<file path="src/iossp_regs.svh">
// Object indices, field layouts, reset values and codes of the process-image block.
`ifndef IOSSP_REGS_SVH
`define IOSSP_REGS_SVH

`define IOSSP_IDX_OUT_MAP 16'h1600
`define IOSSP_IDX_IN_MAP 16'h1a00
`define IOSSP_IDX_STAT_MAP 16'h1a01
`define IOSSP_IDX_MODE 16'h2100
`define IOSSP_IDX_PATTERN 16'h2102
`define IOSSP_IDX_RESTORE 16'h2f00
`define IOSSP_IDX_INPUT 16'h4000
`define IOSSP_IDX_STATUS 16'h4001
`define IOSSP_IDX_OUTPUT 16'h5000

`define IOSSP_SUB_COUNT 8'h00
`define IOSSP_SUB_VALUE 8'h01

`define IOSSP_OUT_MAP_WORD 32'h5000_0108
`define IOSSP_IN_MAP_WORD 32'h4000_0108
`define IOSSP_STAT_MAP_WORD 32'h4001_0120
`define IOSSP_MAP_COUNT 8'h02
`define IOSSP_STAT_MAP_COUNT 8'h01
`define IOSSP_OBJ_COUNT 8'h02
`define IOSSP_STAT_OBJ_COUNT 8'h01

`define IOSSP_MODE_LOW 8'h00
`define IOSSP_MODE_HIGH 8'h01
`define IOSSP_MODE_HOLD 8'h02
`define IOSSP_MODE_PATTERN 8'h03
`define IOSSP_MODE_RESET 8'h00
`define IOSSP_PATTERN_RESET 8'h00

`define IOSSP_RESTORE_NORMAL 8'h00
`define IOSSP_RESTORE_REQ 8'h01

`define IOSSP_STATE_INIT 4'h1
`define IOSSP_STATE_PREOP 4'h2
`define IOSSP_STATE_SAFEOP 4'h4
`define IOSSP_STATE_OP 4'h8

`define IOSSP_ACK_OK 2'h0
`define IOSSP_ACK_REFUSED 2'h1
`define IOSSP_ACK_UNKNOWN 2'h2

`endif

</file>
<file path="src/iossp_pkg.sv">
// Types shared by the process-image block.
package iossp_pkg;
    typedef enum logic [1:0] {
        IOSSP_MB_IDLE,
        IOSSP_MB_EXEC,
        IOSSP_MB_DONE
    } iossp_mb_state_type;
endpackage : iossp_pkg

</file>
<file path="src/iossp_top.sv">
// Process image, mailbox object access and fault-output substitution of the I/O device.
`timescale 1ns/1ns
`include "iossp_regs.svh"
module iossp_top #(
    parameter int N_IN = 8,
    parameter int N_OUT = 4
) (
    // Clock and reset
    input wire logic sys_clk,
    input wire logic rst_n,
    // Bus state from the slave controller
    input wire logic [3:0] bus_state_report,
    // Mailbox object access request
    input wire logic mb_req,
    input wire logic mb_write,
    input wire logic [15:0] mb_index,
    input wire logic [7:0] mb_subindex,
    input wire logic [31:0] mb_wdata,
    // Mailbox object access answer
    output logic mb_ack,
    output logic [1:0] mb_result,
    output logic [31:0] mb_rdata,
    // Cyclic output image from the master
    input wire logic out_img_valid,
    input wire logic [7:0] output_process_map,
    // Cyclic input image to the master
    input wire logic in_img_read,
    output logic [7:0] input_process_map,
    output logic [31:0] status_process_map,
    // Field pins
    input wire logic [N_IN-1:0] din_pin,
    input wire logic [5:0] fault_pin,
    output logic [N_OUT-1:0] dout_pin,
    // Restart control
    input wire logic restart_req,
    output logic factory_restore_pulse
);
    logic [N_IN-1:0] din_s;
    logic [5:0] fault_s;
    logic [3:0] state_s;
    logic [7:0] mode_r;
    logic [7:0] pattern_r;
    logic [7:0] restore_r;
    logic [7:0] out_byte_r;
    logic [N_OUT-1:0] last_out_r;
    logic [N_OUT-1:0] dout_nxt;
    logic is_op;
    logic is_preop;
    iossp_pkg::iossp_mb_state_type mb_state_r;
    logic mb_write_r;
    logic [15:0] mb_index_r;
    logic [7:0] mb_sub_r;
    logic [31:0] mb_wdata_r;
    logic [31:0] rd_val;
    logic [1:0] rd_res;
    logic [1:0] wr_res;
    logic cyc_block;

    // Field inputs and fault lines come from outside the clock domain.
    iossp_sync2 #(.WIDTH(N_IN + 6)) u_sync_pins (
        .sys_clk(sys_clk),
        .rst_n(rst_n),
        .async_in({fault_pin, din_pin}),
        .sync_out({fault_s, din_s})
    );

    // The bus state is registered once so every consumer sees a single value per cycle.
    always_ff @(posedge sys_clk or negedge rst_n) begin
        if (!rst_n) begin
            state_s <= `IOSSP_STATE_INIT;
        end else begin
            state_s <= bus_state_report;
        end
    end

    assign is_op = (state_s == `IOSSP_STATE_OP);
    assign is_preop = (state_s == `IOSSP_STATE_PREOP);

    // A cyclic image update is dropped while a mailbox message is executing.
    assign cyc_block = (mb_state_r == iossp_pkg::IOSSP_MB_EXEC);

    function automatic logic [31:0] map_entry(input logic [15:0] idx, input logic [7:0] sub);
        logic [31:0] v;
        v = 32'h0000_0000;
        if (sub == `IOSSP_SUB_COUNT) begin
            v = {24'h00_0000, (idx == `IOSSP_IDX_STAT_MAP) ?
                `IOSSP_STAT_MAP_COUNT : `IOSSP_MAP_COUNT};
        end else begin
            unique case (idx)
                `IOSSP_IDX_OUT_MAP: v = `IOSSP_OUT_MAP_WORD;
                `IOSSP_IDX_IN_MAP: v = `IOSSP_IN_MAP_WORD;
                default: v = `IOSSP_STAT_MAP_WORD;
            endcase
        end
        return v;
    endfunction : map_entry

    // Latest output byte from the master; bits 7..4 are kept and read back through the output object but drive no pin.
    always_ff @(posedge sys_clk or negedge rst_n) begin
        if (!rst_n) begin
            out_byte_r <= 8'h00;
        end else if (out_img_valid && !cyc_block) begin
            out_byte_r <= output_process_map;
        end
    end

    // Last value actually driven while operational, used by the hold mode.
    always_ff @(posedge sys_clk or negedge rst_n) begin
        if (!rst_n) begin
            last_out_r <= '0;
        end else if (is_op) begin
            last_out_r <= out_byte_r[N_OUT-1:0];
        end
    end

    always_comb begin
        dout_nxt = out_byte_r[N_OUT-1:0];
        if (!is_op) begin
            unique case (mode_r)
                `IOSSP_MODE_HIGH: dout_nxt = '1;
                `IOSSP_MODE_HOLD: dout_nxt = last_out_r;
                `IOSSP_MODE_PATTERN: dout_nxt = pattern_r[N_OUT-1:0];
                default: dout_nxt = '0;
            endcase
        end
    end

    always_ff @(posedge sys_clk or negedge rst_n) begin
        if (!rst_n) begin
            dout_pin <= '0;
        end else begin
            dout_pin <= dout_nxt;
        end
    end

    // Input image and status word; the status word leaves the 26 bits above the six fault lines at zero.
    always_ff @(posedge sys_clk or negedge rst_n) begin
        if (!rst_n) begin
            input_process_map <= 8'h00;
            status_process_map <= 32'h0000_0000;
        end else if (in_img_read && !cyc_block) begin
            input_process_map <= din_s;
            status_process_map <= {26'h000_0000, fault_s};
        end
    end

    // Mailbox read answers.
    always_comb begin
        rd_val = 32'h0000_0000;
        rd_res = `IOSSP_ACK_OK;
        unique case (mb_index_r)
            `IOSSP_IDX_OUT_MAP, `IOSSP_IDX_IN_MAP, `IOSSP_IDX_STAT_MAP:
                rd_val = map_entry(mb_index_r, mb_sub_r);
            `IOSSP_IDX_MODE: rd_val = {24'h00_0000, mode_r};
            `IOSSP_IDX_PATTERN:
                rd_val = (mb_sub_r == `IOSSP_SUB_COUNT) ? 32'h0000_0001 :
                    {24'h00_0000, pattern_r};
            `IOSSP_IDX_RESTORE: rd_val = {24'h00_0000, restore_r};
            `IOSSP_IDX_INPUT:
                rd_val = (mb_sub_r == `IOSSP_SUB_COUNT) ? {24'h00_0000, `IOSSP_OBJ_COUNT} :
                    {24'h00_0000, input_process_map};
            `IOSSP_IDX_STATUS:
                rd_val = (mb_sub_r == `IOSSP_SUB_COUNT) ?
                    {24'h00_0000, `IOSSP_STAT_OBJ_COUNT} : status_process_map;
            `IOSSP_IDX_OUTPUT:
                rd_val = (mb_sub_r == `IOSSP_SUB_COUNT) ? {24'h00_0000, `IOSSP_OBJ_COUNT} :
                    {24'h00_0000, out_byte_r};
            default: rd_res = `IOSSP_ACK_UNKNOWN;
        endcase
    end

    // Mailbox write verdicts: mode and pattern only in pre-operational, restore codes checked in any state.
    always_comb begin
        wr_res = `IOSSP_ACK_REFUSED;
        unique case (mb_index_r)
            `IOSSP_IDX_MODE:
                if (is_preop && mb_wdata_r[7:0] <= `IOSSP_MODE_PATTERN) begin
                    wr_res = `IOSSP_ACK_OK;
                end
            `IOSSP_IDX_PATTERN:
                if (is_preop && mb_sub_r == `IOSSP_SUB_VALUE) begin
                    wr_res = `IOSSP_ACK_OK;
                end
            `IOSSP_IDX_RESTORE:
                if (mb_wdata_r[7:0] <= `IOSSP_RESTORE_REQ) begin
                    wr_res = `IOSSP_ACK_OK;
                end
            `IOSSP_IDX_OUT_MAP, `IOSSP_IDX_IN_MAP, `IOSSP_IDX_STAT_MAP,
            `IOSSP_IDX_INPUT, `IOSSP_IDX_STATUS, `IOSSP_IDX_OUTPUT:
                wr_res = `IOSSP_ACK_REFUSED;
            default: wr_res = `IOSSP_ACK_UNKNOWN;
        endcase
    end

    // Mailbox sequencer: capture, execute for one cycle, answer; new requests wait.
    always_ff @(posedge sys_clk or negedge rst_n) begin
        if (!rst_n) begin
            mb_state_r <= iossp_pkg::IOSSP_MB_IDLE;
            mb_write_r <= 1'b0;
            mb_index_r <= 16'h0000;
            mb_sub_r <= 8'h00;
            mb_wdata_r <= 32'h0000_0000;
        end else begin
            unique case (mb_state_r)
                iossp_pkg::IOSSP_MB_IDLE:
                    if (mb_req) begin
                        mb_state_r <= iossp_pkg::IOSSP_MB_EXEC;
                        mb_write_r <= mb_write;
                        mb_index_r <= mb_index;
                        mb_sub_r <= mb_subindex;
                        mb_wdata_r <= mb_wdata;
                    end
                iossp_pkg::IOSSP_MB_EXEC: mb_state_r <= iossp_pkg::IOSSP_MB_DONE;
                iossp_pkg::IOSSP_MB_DONE: mb_state_r <= iossp_pkg::IOSSP_MB_IDLE;
            endcase
        end
    end

    always_ff @(posedge sys_clk or negedge rst_n) begin
        if (!rst_n) begin
            mb_ack <= 1'b0;
            mb_result <= `IOSSP_ACK_OK;
            mb_rdata <= 32'h0000_0000;
        end else begin
            mb_ack <= (mb_state_r == iossp_pkg::IOSSP_MB_EXEC);
            if (mb_state_r == iossp_pkg::IOSSP_MB_EXEC) begin
                mb_result <= mb_write_r ? wr_res : rd_res;
                mb_rdata <= mb_write_r ? 32'h0000_0000 : rd_val;
            end
        end
    end

    // Configuration objects; an accepted write lands in the execute cycle.
    always_ff @(posedge sys_clk or negedge rst_n) begin
        if (!rst_n) begin
            mode_r <= `IOSSP_MODE_RESET;
            pattern_r <= `IOSSP_PATTERN_RESET;
        end else if (mb_state_r == iossp_pkg::IOSSP_MB_EXEC && mb_write_r &&
                     wr_res == `IOSSP_ACK_OK) begin
            if (mb_index_r == `IOSSP_IDX_MODE) begin
                mode_r <= mb_wdata_r[7:0];
            end
            if (mb_index_r == `IOSSP_IDX_PATTERN) begin
                pattern_r <= {4'h0, mb_wdata_r[3:0]};
            end
        end
    end

    // The restore request only arms; it fires when the restart request comes.
    always_ff @(posedge sys_clk or negedge rst_n) begin
        if (!rst_n) begin
            restore_r <= `IOSSP_RESTORE_NORMAL;
            factory_restore_pulse <= 1'b0;
        end else begin
            factory_restore_pulse <= restart_req && (restore_r == `IOSSP_RESTORE_REQ);
            // An accepted write that meets a restart wins, so it waits for the next restart.
            if (mb_state_r == iossp_pkg::IOSSP_MB_EXEC && mb_write_r &&
                mb_index_r == `IOSSP_IDX_RESTORE && wr_res == `IOSSP_ACK_OK) begin
                restore_r <= mb_wdata_r[7:0];
            end else if (restart_req) begin
                restore_r <= `IOSSP_RESTORE_NORMAL;
            end
        end
    end
endmodule : iossp_top

</file>
<file path="src/iossp_sync2.sv">
// Two-stage synchroniser for a bundle of pin levels.
`timescale 1ns/1ns
`include "iossp_regs.svh"
module iossp_sync2 #(
    parameter int WIDTH = 8
) (
    // Clock and reset
    input wire logic sys_clk,
    input wire logic rst_n,
    // Levels
    input wire logic [WIDTH-1:0] async_in,
    output logic [WIDTH-1:0] sync_out
);
    logic [WIDTH-1:0] meta_r;

    always_ff @(posedge sys_clk or negedge rst_n) begin
        if (!rst_n) begin
            meta_r <= '0;
            sync_out <= '0;
        end else begin
            meta_r <= async_in;
            sync_out <= meta_r;
        end
    end
endmodule : iossp_sync2

</file>
<file path="config.mk">
export PLATFORM = sky130hd
export DESIGN_NAME = iossp_top
export DESIGN_NICKNAME = d
export VERILOG_FILES = /design/src/iossp_pkg.sv /design/src/iossp_top.sv /design/src/iossp_sync2.sv
export VERILOG_INCLUDE_DIRS = /design/src /design/src/src
export SDC_FILE = /design/constraint.sdc
export NUM_CORES = 1
export LEC_CHECK = 0
export BUFFER_PORTS_ARGS = -buffer_cell sky130_fd_sc_hd__buf_2
export CORE_ASPECT_RATIO = 1.25
export CORE_UTILIZATION = 48
export CTS_BUF_LIST = sky130_fd_sc_hd__clkbuf_2
export CTS_CLUSTER_SIZE = 30
export DETAILED_ROUTE_END_ITERATION = 10
export PLACE_DENSITY = 0.79
export SLEW_MARGIN = 10
export SYNTH_ARGS = -nofsm -noshare
export SYNTH_HDL_FRONTEND = slang
export SYNTH_SLANG_ARGS = --single-unit
</file>
<file path="constraint.sdc">
create_clock -name sys_clk -period 2.3 [get_ports sys_clk]
set_clock_uncertainty 0.1 [all_clocks]
set_input_delay 0.46 -clock sys_clk [delete_from_list [all_inputs] [get_ports sys_clk]]
set_output_delay 0.46 -clock sys_clk [all_outputs]
set_load 0.05 [all_outputs]
</file>
==> results.toml, run 1 <==
[outcome]
status = "finished, violations left"
violations = "setup timing"

[detailed_routing]
avgRoutedWirePerCell_um = 16.1
num_vias = 4151
dr.pass1.iters = 5
viasPerCell = 5.19
initialDrtViolationCount = 269
drcViolationCount = 0
antenna_left = 0
drt_wl_total_um = 12900

[global_routing]
globalRoute.busiestLayer = "met2"
grt_overflow = 0
grt_start_max_net_pins = 133
use_met3_pct = 5.22
grt_usage_pct = 22.1
grt_pass1_wl_um = 20700
grt_pass1_vias = 4213
grt_antenna_before_repair = 1
use_met2_pct = 37.9
use_met1_pct = 26.0

[critical_path]
start_kind = "flip-flop"
path_max_fanout = 3
r2r_end = "restore_r[0]"
path_cells = "or4_4 -> nor3_4 -> nand2b_1 -> a2111oi_4 -> buf_4 -> nand2_1 -> mux2_4"
r2r_slack_ns = -0.02
critPathSlowestCell = "or4_4"
reg2reg_depth = 7
rr_startpoint = "mb_wdata_r[5]"
critPathKind = "flip-flop to flip-flop"
crit_required_ns = 2.75
crit_arrival_ns = 2.77
max_stage_delay_ns = 0.55
end_kind = "flip-flop"

[cells_and_area]
final_common_cell = "dfrtp_1"
nFillCells = 893
most-common-layout-cells = "dfrtp_1 (130), buf_2 (97), mux2_2 (64)"
post_route_cells_drive_above_1_share_pct = 40.2
nets = 740
syn_to_final_growth_pct = 29.7

[logic_synthesis]
netlist_instances = 451
yosysWarningCount = 0
syn_area_per_cell_um2 = 12.6
synthTopCellsByArea = "dfrtp_1 (58%), mux2_2 (13%), buf_4 (6.2%), nand2_1 (1.6%), and2_1 (1.4%)"
synth-edff-count = 0
ys_seq_elements = 132
synth-main-ff-cell = "dfrtp_1"
synth_top_area_share_pct = 57.6
synth_area_leader_cell = "dfrtp_1"
synth_area_mm2 = 0.00569
yosysSeqAreaShare_pct = 58.1
ys_async_sr_fraction_pct = 100
synth_cell_type_count = 54

[clock_tree]
htreeDepth = 4
clock_path_buffers = 2
cts_tree = "yes"
cts.sinks = 132
root_buffer = "clkbuf_2"
clk_latency_ns = 0.65
cts_buffers = 17
clk_pin_slew_ns = 0.20

[sta]
fmax_mhz = 431
tightest_slew_ns = 0.902
fin_crit_sh_pct = 101
hold_violations = 0
slew_viol_final = 0
tns_ns = -0.0285
setup_ws_ns = -0.0200
rsz0062_at_grt = "true"
post-route-min-period_ns = 2.32
timing.slew.headroom_pct = 39.0
finalSetupViolCount = 2
whs_ns = 0.235

[placement]
gp_congestion = 0.864
port_buffers = 98
hpwlAfterDp_um = 8730

[floorplan]
rows = 44
die_x_um = 99.4
coreArea_mm2 = 0.0116
io_pins = 169
dieArea_mm2 = 0.0123
die_h_um = 124
initial_core_util_pct = 49.2

[flow_run]
drv_cap = 0

[min_path]
hp-class = "primary input to async pin"

[pwr]
power.density_mw_per_mm2 = 1030
power.leakage_nw = 3.50
peakVddDrop_uv = 526
worst max path at each step:
stage                       start      endpoint  slack (ns)  cells after the start
global route          mb_sub_r[6]  pattern_r[3]       -0.14                      7
floorplan           mb_wdata_r[6]     mode_r[0]        0.08                      6
finish              mb_wdata_r[5]  restore_r[0]       -0.02                      7
global placement      mb_sub_r[5]  pattern_r[1]       -0.02                      7
detailed placement    mb_sub_r[5]  pattern_r[1]       -0.06                      7
CTS                 mb_wdata_r[5]     mode_r[0]       -0.03                      7
kinds of logic (layout without fill, tap and decap cells):
logic type	after synthesis	after routing	synth area share [%]
compound gates	51	51	6.66
xor+xnor	1	1	0.154
fa+ha+maj	2	2	0.440
buf+inv	77	242	8.22
flops	132	132	58.1
mux	72	72	14.3
other cells	1	47	0.0659
simple gates	115	115	12.1
report_power, final:
part	switching, mW	leakage [nW]	internal (mW)
Combinational	1.68	1.73	1.19
Sequential	0.480	1.63	2.91
Clock	0.851	0.134	0.493
Total	3.01	3.50	4.59
per-stage QoR:
step                setup slack [ns]  utilization, %  instances  power [mW]  cell area, µm²
floorplan                     0.0810               -        496        5.27            5860
global placement             -0.0206            54.8        698        5.92            6340
detailed placement           -0.0558            54.8        698        6.04            6340
CTS                          -0.0342            62.9        794        7.53            7270
global route                  -0.138            63.9        800        8.02            7380
finish                       -0.0200            63.9        800        7.60            7380
flip-flops by register name (all words and copies together), names as in the netlist, 6 cells and up:
signal                cells
u_sync_pins.sync_out     14
mode_r                    8
out_byte_r                8
mb_index_r               16
u_sync_pins.meta_r       14
mb_rdata                 11
restore_r                 8
status_process_map        6
mb_sub_r                  8
input_process_map         8
mb_wdata_r                8
cell usage after synthesis (3+ instances only):
master,count
a211oi_1,4
a21oi_1,8
a222oi_1,6
a22oi_1,3
and2_1,13
and3_1,4
buf_1,3
buf_4,47
clkbuf_1,10
dfrtp_1,131
inv_1,15
mux2_2,65
mux2i_1,4
nand2_1,24
nand2b_1,4
nand3_1,8
nand4_1,3
nand4b_1,3
nor2_1,14
nor2b_1,5
nor3_1,8
nor4_1,8
nor4b_1,4
o21a_1,4
o21ai_0,6
o22ai_1,8
o31ai_1,5
worst max-delay path, delay by kind of cell, from the launching register on:
kind | cells | cell delay (ns)
simple gates | 4 | 0.92
flops | 1 | 0.42
compound gates | 1 | 0.30
mux | 1 | 0.31
buf+inv | 1 | 0.19
cell type report:
class	count	area [µm²]	share of cell area, %
clock buffers	18	90.1	1.22
flip-flops and latches	132	3310	44.8
repair buffers	196	1400	19.0
well taps	138	173	2.34
inverters	15	56.3	0.762
diodes	1	2.50	0.0339
clock inverters	13	136	1.85
multi-input cells	287	2220	30.1
what timing repair did:
item                                    CTS  global route
resized for setup                        13            18
endpoints found under the hold margin   194             0
buffers inserted                          4             5
hold buffers                             62             0
pin swaps                                 9             5
endpoints found under the setup margin   20            27
metal layers:
layer  vias to the layer above  wire length, µm  part of all wire [%]
li1                       1917                -                     -
met5                         -                0                     0
met2                       168             6740                    52
met1                      2036             5100                    40
met4                         0              447                   3.5
met3                        30              576                   4.5
No activity file was read; power rests on OpenSTA's default activity.
==> inputs of run 2 (changes only) <==
Settings changed: BUFFER_PORTS_ARGS -buffer_cell sky130_fd_sc_hd__buf_2 to -buffer_cell sky130_fd_sc_hd__clkbuf_2.
==> results.toml, run 2 (synthesis results as in run 1) <==
[clock_tree]
htreeDepth = 4
cts_buffers = 17
clk_latency_ns = 0.69
clock_path_buffers = 2
cts.sinks = 132
root_buffer = "clkbuf_2"
cts_tree = "yes"
clk_pin_slew_ns = 0.20

[global_routing]
grt_antenna_before_repair = 1
grt_start_max_net_pins = 51
grt_usage_pct = 22.2
grt_pass1_vias = 4189
grt_pass1_wl_um = 20500
grt_overflow = 0

[sta]
rsz0062_at_grt = "true"
whs_ns = 0.148
post-route-min-period_ns = 2.36
slew_viol_final = 0
fmax_mhz = 423
tightest_slew_ns = 0.772
setup_ws_ns = -0.0645
hold_violations = 0
fin_crit_sh_pct = 103
timing.slew.headroom_pct = 47.8
tns_ns = -0.273
finalSetupViolCount = 12

[min_path]
hp-class = "primary input to async pin"

[detailed_routing]
avgRoutedWirePerCell_um = 16.2
viasPerCell = 5.21
antenna_left = 0
dr.pass1.iters = 5
drcViolationCount = 0
initialDrtViolationCount = 229
drt_wl_total_um = 12900
num_vias = 4162

[pwr]
power_mw = 7.47
peakVddDrop_uv = 529
power.density_mw_per_mm2 = 1020
power.leakage_nw = 3.50

[cells_and_area]
syn_to_final_growth_pct = 29.1
regMostFlops = "mb_index_r"
most-common-layout-cells = "dfrtp_1 (130), clkbuf_2 (118), mux2_2 (62), dlygate4sd3_1 (62), conb_1 (46)"
nets = 739
largest_reg_flops = 16
final_common_cell = "dfrtp_1"
top_regs = "mb_index_r (16), u_sync_pins.meta_r (14), u_sync_pins.sync_out (14)"
final_area_mm2 = 0.00735
post_route_cells_drive_above_1_share_pct = 39.4

[critical_path]
end_kind = "flip-flop"
path_max_fanout = 3
critPathKind = "flip-flop to flip-flop"
crit_arrival_ns = 2.81
crit_required_ns = 2.75
start_kind = "flip-flop"

[placement]
hpwlAfterDp_um = 9200
dpl_cell_area_mm2 = 0.00637
preCtsSetupSlack_ns = -0.0852
port_buffers = 98
gp_congestion = 0.869

[floorplan]
die_h_um = 124
io_pins = 169
initial_core_util_pct = 49.2
rows = 44
die_x_um = 99.4
dieArea_mm2 = 0.0123
coreArea_mm2 = 0.0116

[outcome]
status = "finished, violations left"
violations = "setup timing"

[flow_run]
drv_cap = 0
-- run 2: final cells by class --
cell class	count	area, µm²
Sequential cell	132	3310
Clock inverter	10	109
Clock buffer	21	105
Inverter	15	56.3
Multi-Input combinational cell	287	2210
Tap cell	138	173
Antenna cell	1	2.50
Fill cell	887	4210
Timing Repair Buffer	195	1390
-- run 2: power breakdown --
| group | switching [mW] | internal, mW |
|---|---|---|
| combinational | 1.63 | 1.13 |
| sequential | 0.484 | 2.91 |
| clock | 0.815 | 0.503 |
-- run 2: per-stage QoR --
stage               cells  util [%]
floorplan             496         -
global placement      702      55.1
detailed placement    702      55.1
CTS                   797      62.9
global route          799      63.6
finish                799      63.6
-- run 2: worst paths after layout --
check | start | to | slack, ns | cells past startpoint
max | mb_sub_r[5] | mb_rdata[2] | -0.06 | 7
min | rst_n | status_process_map[2] | 0.15 | 2
max reg2reg | mb_sub_r[5] | mb_rdata[2] | -0.06 | 7
min reg2reg | u_sync_pins.meta_r[10] | u_sync_pins.sync_out[10] | 0.27 | 0
max in group asynchronous | rst_n | out_byte_r[0] | 1.23 | 3
min in group sys_clk | u_sync_pins.meta_r[10] | u_sync_pins.sync_out[10] | 0.27 | 0
-- run 2: what timing repair did --
item                                   in CTS  in global routing
buffers inserted                            2                  2
hold buffers                               62                  0
gates resized for setup                    11                 18
endpoints found under the hold margin     168                  0
pin swaps                                   7                  4
setup endpoints to repair                  22                 28
-- run 2: per-layer routing --
metal  global-route usage, %  wire (µm)
met1                    25.3       5030
met2                    40.0       6950
met3                    4.94        609
met4                    10.1        359
met5                       0          0
-- run 2: worst max-delay path, cell delays in order, from the launching register on --
cell and delay [ns]:
dfrtp_1 0.43, or4_4 0.56, nor4_4 0.19, buf_4 0.18, nand2b_1 0.12, buf_4 0.17
a222oi_1 0.36, o22ai_1 0.11
